===== config.mk =====
export PLATFORM = sky130hd
export DESIGN_NAME = instrument_status_reporting
export DESIGN_NICKNAME = d
export VERILOG_FILES = /design/src/hw/status_pkg.sv /design/src/hw/instrument_status_reporting.sv
export SDC_FILE = /design/constraint.sdc
export NUM_CORES = 2
export LEC_CHECK = 0
export ABC_AREA = 0
export ABC_CLOCK_PERIOD_IN_PS = 4900
export BUFFER_PORTS_ARGS = -buffer_cell sky130_fd_sc_hd__buf_2
export CAP_MARGIN = 20
export CORE_ASPECT_RATIO = 0.75
export CORE_MARGIN = 3
export CORE_UTILIZATION = 50
export CTS_CLUSTER_DIAMETER = 80
export DETAILED_ROUTE_END_ITERATION = 8
export PLACE_DENSITY = 0.66
export SLEW_MARGIN = 20
export SYNTH_ARGS = -nofsm -noshare
export SYNTH_HDL_FRONTEND = slang
export SYNTH_SLANG_ARGS = --single-unit

===== constraint.sdc =====
create_clock -name i_sys_clk -period 4.9 [get_ports i_sys_clk]
set_clock_uncertainty 0.1 [all_clocks]
set_input_delay 0.245 -clock i_sys_clk [delete_from_list [all_inputs] [get_ports i_sys_clk]]
set_output_delay 0.245 -clock i_sys_clk [all_outputs]
set_load 0.05 [all_outputs]

===== src/hw/status_pkg.sv =====
// shared constants, field positions and command codes of the status block
// assumes one system clock; the host reaches the block only through commands
package status_pkg;
  localparam int          WORD_W        = 16;
  // measurement summary event set bit positions
  localparam int          READ_OVF_BIT  = 0;
  localparam int          READ_AVL_BIT  = 6;
  localparam int          BUF_HALF_BIT  = 7;
  localparam int          BFULL_BIT     = 8;
  localparam int          BTQ_BIT       = 9;
  localparam int          BQ_BIT        = 10;
  localparam logic [15:0] MSUM_USED     = 16'h07c1;
  // lower set summary bit, instrument summary bit and operation idle bit
  localparam int          LOWER_SUM_BIT = 1;
  localparam int          INST_SUM_BIT  = 13;
  localparam int          IDLE_BIT      = 10;
  // status byte layout
  localparam int          STB_MEAS_BIT  = 0;
  localparam int          STB_EAV_BIT   = 2;
  localparam int          STB_MAV_BIT   = 4;
  localparam int          STB_RQS_BIT   = 6;
  localparam logic [7:0]  STB_SUM_MASK  = 8'hbf;
  // error queue
  localparam int          ERRQ_DEPTH    = 64;
  localparam logic [15:0] ERR_NONE      = 16'h0000;
  localparam logic [15:0] ERR_OVERFLOW  = 16'hfea2; // -350
  // output queue
  localparam int          OUTQ_DEPTH    = 8;
  localparam logic [15:0] RESET_WORD    = 16'h0000;

  typedef enum logic [4:0] {
    CMD_RD_COND_MEAS,
    CMD_RD_COND_OP,
    CMD_RD_COND_QUES,
    CMD_RD_EV_MSUM,
    CMD_RD_EV_MINST,
    CMD_RD_EV_MEAS,
    CMD_WR_EN_MSUM,
    CMD_RD_EN_MSUM,
    CMD_WR_EN_MINST,
    CMD_RD_EN_MINST,
    CMD_WR_EN_MEAS,
    CMD_RD_EN_MEAS,
    CMD_WR_SRE,
    CMD_RD_SRE,
    CMD_RD_STB,
    CMD_SPOLL,
    CMD_CLS,
    CMD_ERR_CLR,
    CMD_RD_ERR,
    CMD_TALK
  } cmd_t;
endpackage


===== src/hw/instrument_status_reporting.sv =====
// status reporting: measurement summary chain, status byte, service request,
// output queue buffer and error queue
// assumes inputs synchronous to i_sys_clk; one command taken per valid cycle
//
// Contract
// - reading overflow at bit 0, reading available at bit 6; bits 1 to 5 and 11 to 15 unused
// - buffer levels: bit 7 half, 8 full, 9 three quarter, 10 quarter
// - summary of measurement summary set drives bit 1 of next register
// - an event sets its bit, which stays latched until read or cleared
// - reading an event register returns it and clears it
// - clear-status resets every event register
// - summary is set when any event bit and its enable bit are set
// - condition registers are read-only live views, no latching
// - operation condition bit 10 follows the idle state
// - output queue is fifo; message available while it holds data
// - errors push coded messages; error available while queue non-empty
// - reading an error message removes it
// - error queue holds 64; on full the last slot holds code -350
// - error queue empty at power-up; empty read returns code 0
// - standard codes negative, maker codes positive
// - clear-status or error-clear empties the error queue
// - enabled summary rising sets bit 6 and raises service request
// - serial poll clears the request-service flag
// - status byte query reports master summary, not cleared by poll
// - enabled bit 1 of measurement instrument set sets bit 13 above
`timescale 1ns/100ps

// parameterised fifo with valid/ready on both sides
module stream_fifo
  import status_pkg::*;
#(
  parameter int WIDTH = 16,
  parameter int DEPTH = 8
) (
  input  wire logic             i_sys_clk,
  input  wire logic             i_arst_n,
  input  wire logic             i_in_valid,
  input  wire logic [WIDTH-1:0] i_in_data,
  output logic                  o_in_ready,
  output logic                  o_out_valid,
  output logic [WIDTH-1:0]      o_out_data,
  input  wire logic             i_out_ready
);
  // pointer width of the queue
  localparam int AW = $clog2(DEPTH);

  // storage, pointers, fill count and registered handshake flags
  typedef struct packed {
    logic [DEPTH-1:0][WIDTH-1:0] mem;
    logic [AW-1:0]               wr;
    logic [AW-1:0]               rd;
    logic [AW:0]                 cnt;
    logic                        rdy;
    logic                        vld;
  } fifo_st_t;

  fifo_st_t st_ff;
  fifo_st_t nxt_st;
  logic     push;
  logic     pop;

  assign o_in_ready  = st_ff.rdy;
  assign o_out_valid = st_ff.vld;
  assign o_out_data  = st_ff.mem[st_ff.rd];

  // pointer and count update; ready and valid kept as registered flags
  always_comb begin
    nxt_st = st_ff;
    push   = i_in_valid && st_ff.rdy;
    pop    = i_out_ready && st_ff.vld;
    // push writes the tail and moves the write pointer on
    if (push) begin
      nxt_st.mem[st_ff.wr] = i_in_data;
      nxt_st.wr            = (st_ff.wr == AW'(DEPTH - 1)) ? '0 : st_ff.wr + 1'b1;
    end
    // pop moves the read pointer on
    if (pop) begin
      nxt_st.rd = (st_ff.rd == AW'(DEPTH - 1)) ? '0 : st_ff.rd + 1'b1;
    end
    // count and flags follow from this cycle's push and pop
    nxt_st.cnt = st_ff.cnt + {{AW{1'b0}}, push} - {{AW{1'b0}}, pop};
    nxt_st.rdy = (nxt_st.cnt != (AW + 1)'(DEPTH));
    nxt_st.vld = (nxt_st.cnt != '0);
  end

  // ready starts high: the queue is empty out of reset
  always_ff @(posedge i_sys_clk or negedge i_arst_n) begin
    if (!i_arst_n) begin
      st_ff     <= '0;
      st_ff.rdy <= 1'b1;
    end else begin
      st_ff <= nxt_st;
    end
  end
endmodule

// top of the status reporting block
module instrument_status_reporting
  import status_pkg::*;
#(
  parameter int ERR_DEPTH = ERRQ_DEPTH,
  parameter int OUT_DEPTH = OUTQ_DEPTH
) (
  input  wire logic        i_sys_clk,
  input  wire logic        i_arst_n,
  // live measurement, operation and questionable conditions
  input  wire logic        i_reading_overflow_flag,
  input  wire logic        i_reading_available_flag,
  input  wire logic        i_buffer_half_flag,
  input  wire logic        i_buffer_full_flag,
  input  wire logic        i_buffer_three_quarter_flag,
  input  wire logic        i_buffer_quarter_flag,
  input  wire logic        i_idle,
  input  wire logic [15:0] i_op_cond,
  input  wire logic [15:0] i_ques_cond,
  // host command port
  input  wire logic        i_cmd_valid,
  input  wire cmd_t        i_cmd_op,
  input  wire logic [15:0] i_cmd_data,
  output logic             o_rsp_valid,
  output logic [15:0]      o_rsp_data,
  output logic             o_srq,
  // responses produced by the instrument for the output queue
  input  wire logic        i_resp_valid,
  input  wire logic [15:0] i_resp_data,
  output logic             o_resp_ready,
  // error reports
  input  wire logic        i_err_valid,
  input  wire logic [15:0] i_err_code
);
  // address width of the error queue
  localparam int EW = $clog2(ERR_DEPTH);

  // whole block state except the output queue: event chain, enables, error queue and answer
  typedef struct packed {
    logic [15:0]                      msum_cond_d;
    logic [15:0]                      msum_ev;
    logic [15:0]                      msum_en;
    logic [15:0]                      minst_ev;
    logic [15:0]                      minst_en;
    logic [15:0]                      meas_ev;
    logic [15:0]                      meas_en;
    logic [7:0]                       sre;
    logic                             mss_d;
    logic                             rqs;
    // error queue storage, head pointer and fill count
    logic [ERR_DEPTH-1:0][15:0]       eq_mem;
    logic [EW-1:0]                    eq_rd;
    logic [EW:0]                      eq_cnt;
    // registered answer to the host
    logic                             rsp_valid;
    logic [15:0]                      rsp_data;
  } st_t;

  st_t         st_ff;
  st_t         nxt_st;
  logic [15:0] msum_cond;
  logic [15:0] op_cond;
  logic        msum_sum;
  logic        minst_sum;
  logic        meas_sum;
  logic [7:0]  stb;
  logic        mss;
  logic        mav;
  logic        talk;
  logic [15:0] outq_data;
  logic        cmd;
  logic [EW-1:0] eq_wr;
  // strobes of the command taken this cycle and error queue state
  logic          rd_ev_msum;
  logic          rd_ev_minst;
  logic          rd_ev_meas;
  logic          clr_status;
  logic          clr_errors;
  logic          wr_en_msum;
  logic          wr_en_minst;
  logic          wr_en_meas;
  logic          wr_sre;
  logic          rd_err;
  logic          poll;
  logic          eq_empty;

  // pick of one command for this cycle
  function automatic logic is_cmd(input logic v, input cmd_t op, input cmd_t want);
    is_cmd = v && (op == want);
  endfunction

  // status byte word with bit 6 chosen by the caller: summary or request flag
  function automatic logic [15:0] stb_word(input logic [7:0] s, input logic b6);
    stb_word = {8'h00, s[7], b6, s[5:0]};
  endfunction

  // live condition views
  always_comb begin
    msum_cond            = '0;
    msum_cond[READ_OVF_BIT] = i_reading_overflow_flag;
    msum_cond[READ_AVL_BIT] = i_reading_available_flag;
    msum_cond[BUF_HALF_BIT] = i_buffer_half_flag;
    msum_cond[BFULL_BIT]    = i_buffer_full_flag;
    msum_cond[BTQ_BIT]      = i_buffer_three_quarter_flag;
    msum_cond[BQ_BIT]       = i_buffer_quarter_flag;
    // idle replaces bit 10 of the operation view
    op_cond                 = i_op_cond;
    op_cond[IDLE_BIT]       = i_idle;
  end

  // summaries from current events and enables every cycle
  assign msum_sum  = |(st_ff.msum_ev & st_ff.msum_en);
  assign minst_sum = |(st_ff.minst_ev & st_ff.minst_en);
  assign meas_sum  = |(st_ff.meas_ev & st_ff.meas_en);
  assign cmd       = i_cmd_valid;
  assign talk      = is_cmd(cmd, i_cmd_op, CMD_TALK);

  // strobes of the command taken this cycle
  assign rd_ev_msum  = is_cmd(cmd, i_cmd_op, CMD_RD_EV_MSUM);
  assign rd_ev_minst = is_cmd(cmd, i_cmd_op, CMD_RD_EV_MINST);
  assign rd_ev_meas  = is_cmd(cmd, i_cmd_op, CMD_RD_EV_MEAS);
  assign clr_status  = is_cmd(cmd, i_cmd_op, CMD_CLS);
  assign clr_errors  = is_cmd(cmd, i_cmd_op, CMD_ERR_CLR);
  assign wr_en_msum  = is_cmd(cmd, i_cmd_op, CMD_WR_EN_MSUM);
  assign wr_en_minst = is_cmd(cmd, i_cmd_op, CMD_WR_EN_MINST);
  assign wr_en_meas  = is_cmd(cmd, i_cmd_op, CMD_WR_EN_MEAS);
  assign wr_sre      = is_cmd(cmd, i_cmd_op, CMD_WR_SRE);
  assign rd_err      = is_cmd(cmd, i_cmd_op, CMD_RD_ERR);
  assign poll        = is_cmd(cmd, i_cmd_op, CMD_SPOLL);

  // error queue holds nothing
  assign eq_empty    = (st_ff.eq_cnt == '0);

  // status byte summary bits and master summary
  always_comb begin
    stb               = '0;
    stb[STB_MEAS_BIT] = meas_sum;
    stb[STB_EAV_BIT]  = !eq_empty;
    stb[STB_MAV_BIT]  = mav;
    mss               = |(stb & st_ff.sre & STB_SUM_MASK);
  end

  // output queue buffer; drained only by a talk command
  stream_fifo #(
    .WIDTH (WORD_W),
    .DEPTH (OUT_DEPTH)
  ) u_outq (
    .i_sys_clk   (i_sys_clk),
    .i_arst_n    (i_arst_n),
    .i_in_valid  (i_resp_valid),
    .i_in_data   (i_resp_data),
    .o_in_ready  (o_resp_ready),
    .o_out_valid (mav),
    .o_out_data  (outq_data),
    .i_out_ready (talk)
  );

  // next free error slot as it stands after this cycle's pop or clear
  assign eq_wr = (clr_status || clr_errors) ? '0 : st_ff.eq_rd + st_ff.eq_cnt[EW-1:0];

  // event latching, command decode, queues and service request
  always_comb begin
    nxt_st             = st_ff;
    nxt_st.rsp_valid   = 1'b0;
    nxt_st.msum_cond_d = msum_cond;
    nxt_st.mss_d       = mss;
    // read-clears and clear-status first, so new events win below
    if (rd_ev_msum) begin
      nxt_st.msum_ev = '0;
    end
    if (rd_ev_minst) begin
      nxt_st.minst_ev = '0;
    end
    if (rd_ev_meas) begin
      nxt_st.meas_ev = '0;
    end
    if (clr_status) begin
      nxt_st.msum_ev  = '0;
      nxt_st.minst_ev = '0;
      nxt_st.meas_ev  = '0;
    end
    if (clr_status || clr_errors) begin
      nxt_st.eq_cnt = '0;
      nxt_st.eq_rd  = '0;
    end
    // latch rising conditions; a new condition edge wins over any clear
    nxt_st.msum_ev = nxt_st.msum_ev
                   | (msum_cond & ~st_ff.msum_cond_d & MSUM_USED);
    // lower summaries feed upward, except in a clear-status cycle; a read-clear does not block them
    if (msum_sum && !clr_status) begin
      nxt_st.minst_ev[LOWER_SUM_BIT] = 1'b1;
    end
    if (minst_sum && !clr_status) begin
      nxt_st.meas_ev[INST_SUM_BIT] = 1'b1;
    end
    // enable writes
    if (wr_en_msum) begin
      nxt_st.msum_en = i_cmd_data & MSUM_USED;
    end
    if (wr_en_minst) begin
      nxt_st.minst_en = i_cmd_data;
    end
    if (wr_en_meas) begin
      nxt_st.meas_en = i_cmd_data;
    end
    if (wr_sre) begin
      nxt_st.sre = i_cmd_data[7:0] & STB_SUM_MASK;
    end
    // error read pops the head; empty queue answers no error
    if (rd_err && !eq_empty) begin
      nxt_st.eq_rd  = st_ff.eq_rd + 1'b1;
      nxt_st.eq_cnt = nxt_st.eq_cnt - 1'b1;
    end
    // error push behind the pop; the last free slot takes the overflow code
    if (i_err_valid && (nxt_st.eq_cnt != (EW + 1)'(ERR_DEPTH))) begin
      if (nxt_st.eq_cnt == (EW + 1)'(ERR_DEPTH - 1)) begin
        nxt_st.eq_mem[eq_wr] = ERR_OVERFLOW;
      end else begin
        nxt_st.eq_mem[eq_wr] = i_err_code;
      end
      nxt_st.eq_cnt = nxt_st.eq_cnt + 1'b1;
    end
    // request service on a rising master summary; a poll clears it
    if (poll) begin
      nxt_st.rqs = 1'b0;
    end
    // a new rise in the same cycle as a poll wins
    if (mss && !st_ff.mss_d) begin
      nxt_st.rqs = 1'b1;
    end
    // answer to reads
    if (cmd) begin
      nxt_st.rsp_valid = 1'b1;
      unique case (i_cmd_op)
        // live conditions
        CMD_RD_COND_MEAS: nxt_st.rsp_data = msum_cond;
        CMD_RD_COND_OP:   nxt_st.rsp_data = op_cond;
        CMD_RD_COND_QUES: nxt_st.rsp_data = i_ques_cond;
        // latched events and enables
        CMD_RD_EV_MSUM:   nxt_st.rsp_data = st_ff.msum_ev;
        CMD_RD_EV_MINST:  nxt_st.rsp_data = st_ff.minst_ev;
        CMD_RD_EV_MEAS:   nxt_st.rsp_data = st_ff.meas_ev;
        CMD_RD_EN_MSUM:   nxt_st.rsp_data = st_ff.msum_en;
        CMD_RD_EN_MINST:  nxt_st.rsp_data = st_ff.minst_en;
        CMD_RD_EN_MEAS:   nxt_st.rsp_data = st_ff.meas_en;
        CMD_RD_SRE:       nxt_st.rsp_data = {8'h00, st_ff.sre};
        // status byte, error queue and output queue
        CMD_RD_STB:       nxt_st.rsp_data = stb_word(stb, mss);
        CMD_SPOLL:        nxt_st.rsp_data = stb_word(stb, st_ff.rqs);
        CMD_RD_ERR: begin
          nxt_st.rsp_data = eq_empty ? ERR_NONE
                          : st_ff.eq_mem[st_ff.eq_rd];
        end
        CMD_TALK:         nxt_st.rsp_data = mav ? outq_data : RESET_WORD;
        default: begin
          nxt_st.rsp_valid = 1'b0;
        end
      endcase
    end
  end

  // outputs leave straight from the state register
  assign o_rsp_valid = st_ff.rsp_valid;
  assign o_rsp_data  = st_ff.rsp_data;
  assign o_srq       = st_ff.rqs;

  // state register; error queue empty from power-up
  always_ff @(posedge i_sys_clk or negedge i_arst_n) begin
    if (!i_arst_n) begin
      st_ff <= '0;
    end else begin
      st_ff <= nxt_st;
    end
  end
endmodule


==> metrics.yaml <==
cts_setup_buffers: 0
vdd_drop_max_mv: 0.4850
synth_top_area_cell: "dfrtp_1"
period_share: 0.9537
critPathLaunchType: "register"
dp_hpwl_um: 131100
setup_viol: 0
grt_pass1_wl_um: 305800
clockPowerShare: 0.255
r2r-start: "st_ff[22]$_DFF_PN0_"
required_ps: 5420
dp.cells: 6364
rsz0062_at_grt: "no"
fin_cells: 6670
multi_input_area_sq_um: 25080
synth.area.top_cells: "dfrtp_1, mux4_2, o21ai_0"
async_reset_ff_frac: 1.000
clock-sinks: 1255
hp-class: "in -> async"
synth_area_sq_um: 58170
cap_violations: 0
grt_usage: 0.3403
outcome: "complete, no violations"
sw_frac_of_total: 0.3628
final-seq-area_sq_um: 31420
gp_congestion: 0.9331
drc: 0
fp.dieArea_sq_um: 120500
antenna_found_initial: 12
die_h_um: 301.4
power.switching_w: 0.01362
ys_dominant_reg_cell: "dfrtp_1"
syn-num-nets: 5110
final_common_cell: "dfrtp_1"
layout_min_cycle_time_ps: 4673
critical_path.top_delay_family: "compound AO/OA/AOI/OAI gates"
die_x_um: 399.9
slew_violations: 0
p_comb_frac: 0.336
tns_ps: 0
root_buffer: "clkbuf_16"
layout-drive-gt1-share: 0.2137
hold_violations: 0
fin_nets: 5156
crit_fanout: 16
synth_seq_area_share: 0.5399
coreArea_sq_um: 114500
reg2reg_depth: 11
ios: 116
drt-initial-drc-count: 7111
grt_overflow_total: 0
rows: 107
timing.rr.end: "st_ff[750]$_DFFE_PN0P_"
power.density_nw_per_um2: 566.3
end_kind: "register"
cts_max_level: 3
critPathLaunch: "st_ff[22]$_DFF_PN0_"
wl_per_cell_um: 30.69
avgSynthCellArea_sq_um: 11.65
crit_path_top_delay_cell: "a2111oi_4"
nFillCells: 9319
clk_pin_slew_ps: 70
max_freq_mhz: 214.0
leakagePower_nw: 27.69
grt_max_degree: 133
syn-instance-count: 4994
relSlewSlack: 0.1515
crit_type: "reg -> reg"
vias_per_cell: 7.022
clock_latency_ps: 740
clockBufferDepth: 3
crit_arrival_ps: 5200
synth_edf_count: 0
r2r_slack_ps: 230
area_growth_pct: 13.91
ys_ff_latch: 1255
critical_path.max_stage_delay_ps: 810
cp_cell_sequence: "or4_4, o211ai_1, mux2i_1, inv_1, ha_1, or4bb_1, a211oi_1, mux2_2, a2111oi_4, nand2_1, o21ai_0"
intPower_w: 0.02391
synth_top_area_frac: 0.5394
io_buffers: 114
cts_made_buffers: 117
yosysWarnings: 0
worst_pin_slew_ps: 1268
seqPwrFrac: 0.409
first_pass_iters: 6
cts_tree: "built"
ys_types: 86
grt_pass1_vias: 45470
path_depth: 11
wl_um: 204700
final_cell_mix: "dfrtp_1, o21ai_0, a21oi_1, mux4_2, buf_4"
vias: 46840
worst_slack_ps: 226.8
dp_slack_ps: 189.1
start_util: 0.5082
crit_buf_inv: 1
antenna_left: 0
## sequential cells by signal, summed over array words and instances, names as in the netlist
name                count
st_ff                1097
u_outq.st_ff          138
o_rsp_data             16
o_rsp_valid             1
o_srq                   1
u_outq.o_in_ready       1
u_outq.o_out_valid      1
## cell families after synthesis
kind of cell | after synthesis | synth area share
flops | 1255 | 0.5399
xor+xnor | 19 | 0.002990
fa+ha+maj | 19 | 0.004345
simple gates | 483 | 0.04013
buf+inv | 545 | 0.03889
compound gates | 2131 | 0.2157
mux | 542 | 0.1581
## worst register-to-register path: cells and delay by family (launching register included)
| family | cells | cell delay, ps |
|---|---|---|
| DFF | 1 | 490 |
| muxes | 2 | 800 |
| AOI/OAI and AO/OA | 4 | 1550 |
| and+or+nand+nor | 3 | 1390 |
| buffers and inverters | 1 | 70 |
| adders and majority gates | 1 | 190 |
## metrics by stage
stage	hold WS, ps	total power (W)	cell area, sq um	utilization
3_5_place_dp	209.6	0.02758	61410	0.5365
4_1_cts	2.998	0.03716	66240	0.5787
3_3_place_gp	218.8	0.02718	61410	0.5365
2_1_floorplan	-150.6	0.02296	58170	-
6_report	2.459	0.03753	66260	0.5789
5_1_grt	51.69	0.03909	66240	0.5787
## what timing repair did
| action | in CTS | in global routing |
|---|---|---|
| hold endpoints to repair | 578 | 0 |
| resized for setup | 0 | 1 |
| hold buffers | 83 | 0 |
| endpoints found under the setup margin | 0 | 2 |
## Yosys cell counts, drive strengths merged, types with 73 or more instances
library cell / number
dfrtp: 1254
o21ai: 944
a21oi: 698
clkbuf: 343
mux4: 283
mux2: 183
nand2: 181
buf: 160
nor2: 117
a2bb2oi: 100
a22oi: 81
mux2i: 76
a32o: 73
## worst max-delay path by stage
stage,end
finish,st_ff[750]$_DFFE_PN0P_
floorplan,st_ff[446]$_DFFE_PN0P_
CTS,st_ff[506]$_DFFE_PN0P_
detailed placement,st_ff[500]$_DFFE_PN0P_
global route,st_ff[750]$_DFFE_PN0P_
global placement,st_ff[502]$_DFFE_PN0P_
## per-layer routing
layer  global-route usage  vias up  wire, um
met5                    0        -        40
met1               0.5039    24140     82840
met3               0.1258      460     28940
met2               0.4568     3302     84960
met4               0.1237        6      7947
li1                     -    18940         -
## power by group through the flow
stage,Sequential (W),Combinational (W),Clock [W]
CTS,0.0152,0.0123,0.00961
detailed placement,0.0154,0.0122,0
floorplan,0.0147,0.00823,0
global route,0.0156,0.0134,0.0101
finish,0.0153,0.0126,0.00958
global placement,0.0153,0.0119,0
## area by class of cell
cell class | instances | share of cell area
Clock inverter | 46 | 0.008346
Antenna cell | 7 | 0.0002644
Multi-Input combinational cell | 3194 | 0.3785
Timing Repair Buffer | 430 | 0.05551
Inverter | 42 | 0.002379
Tap cell | 1526 | 0.02881
Clock buffer | 170 | 0.05204
Sequential cell | 1255 | 0.4742
Power figures use the tool's default switching activity.
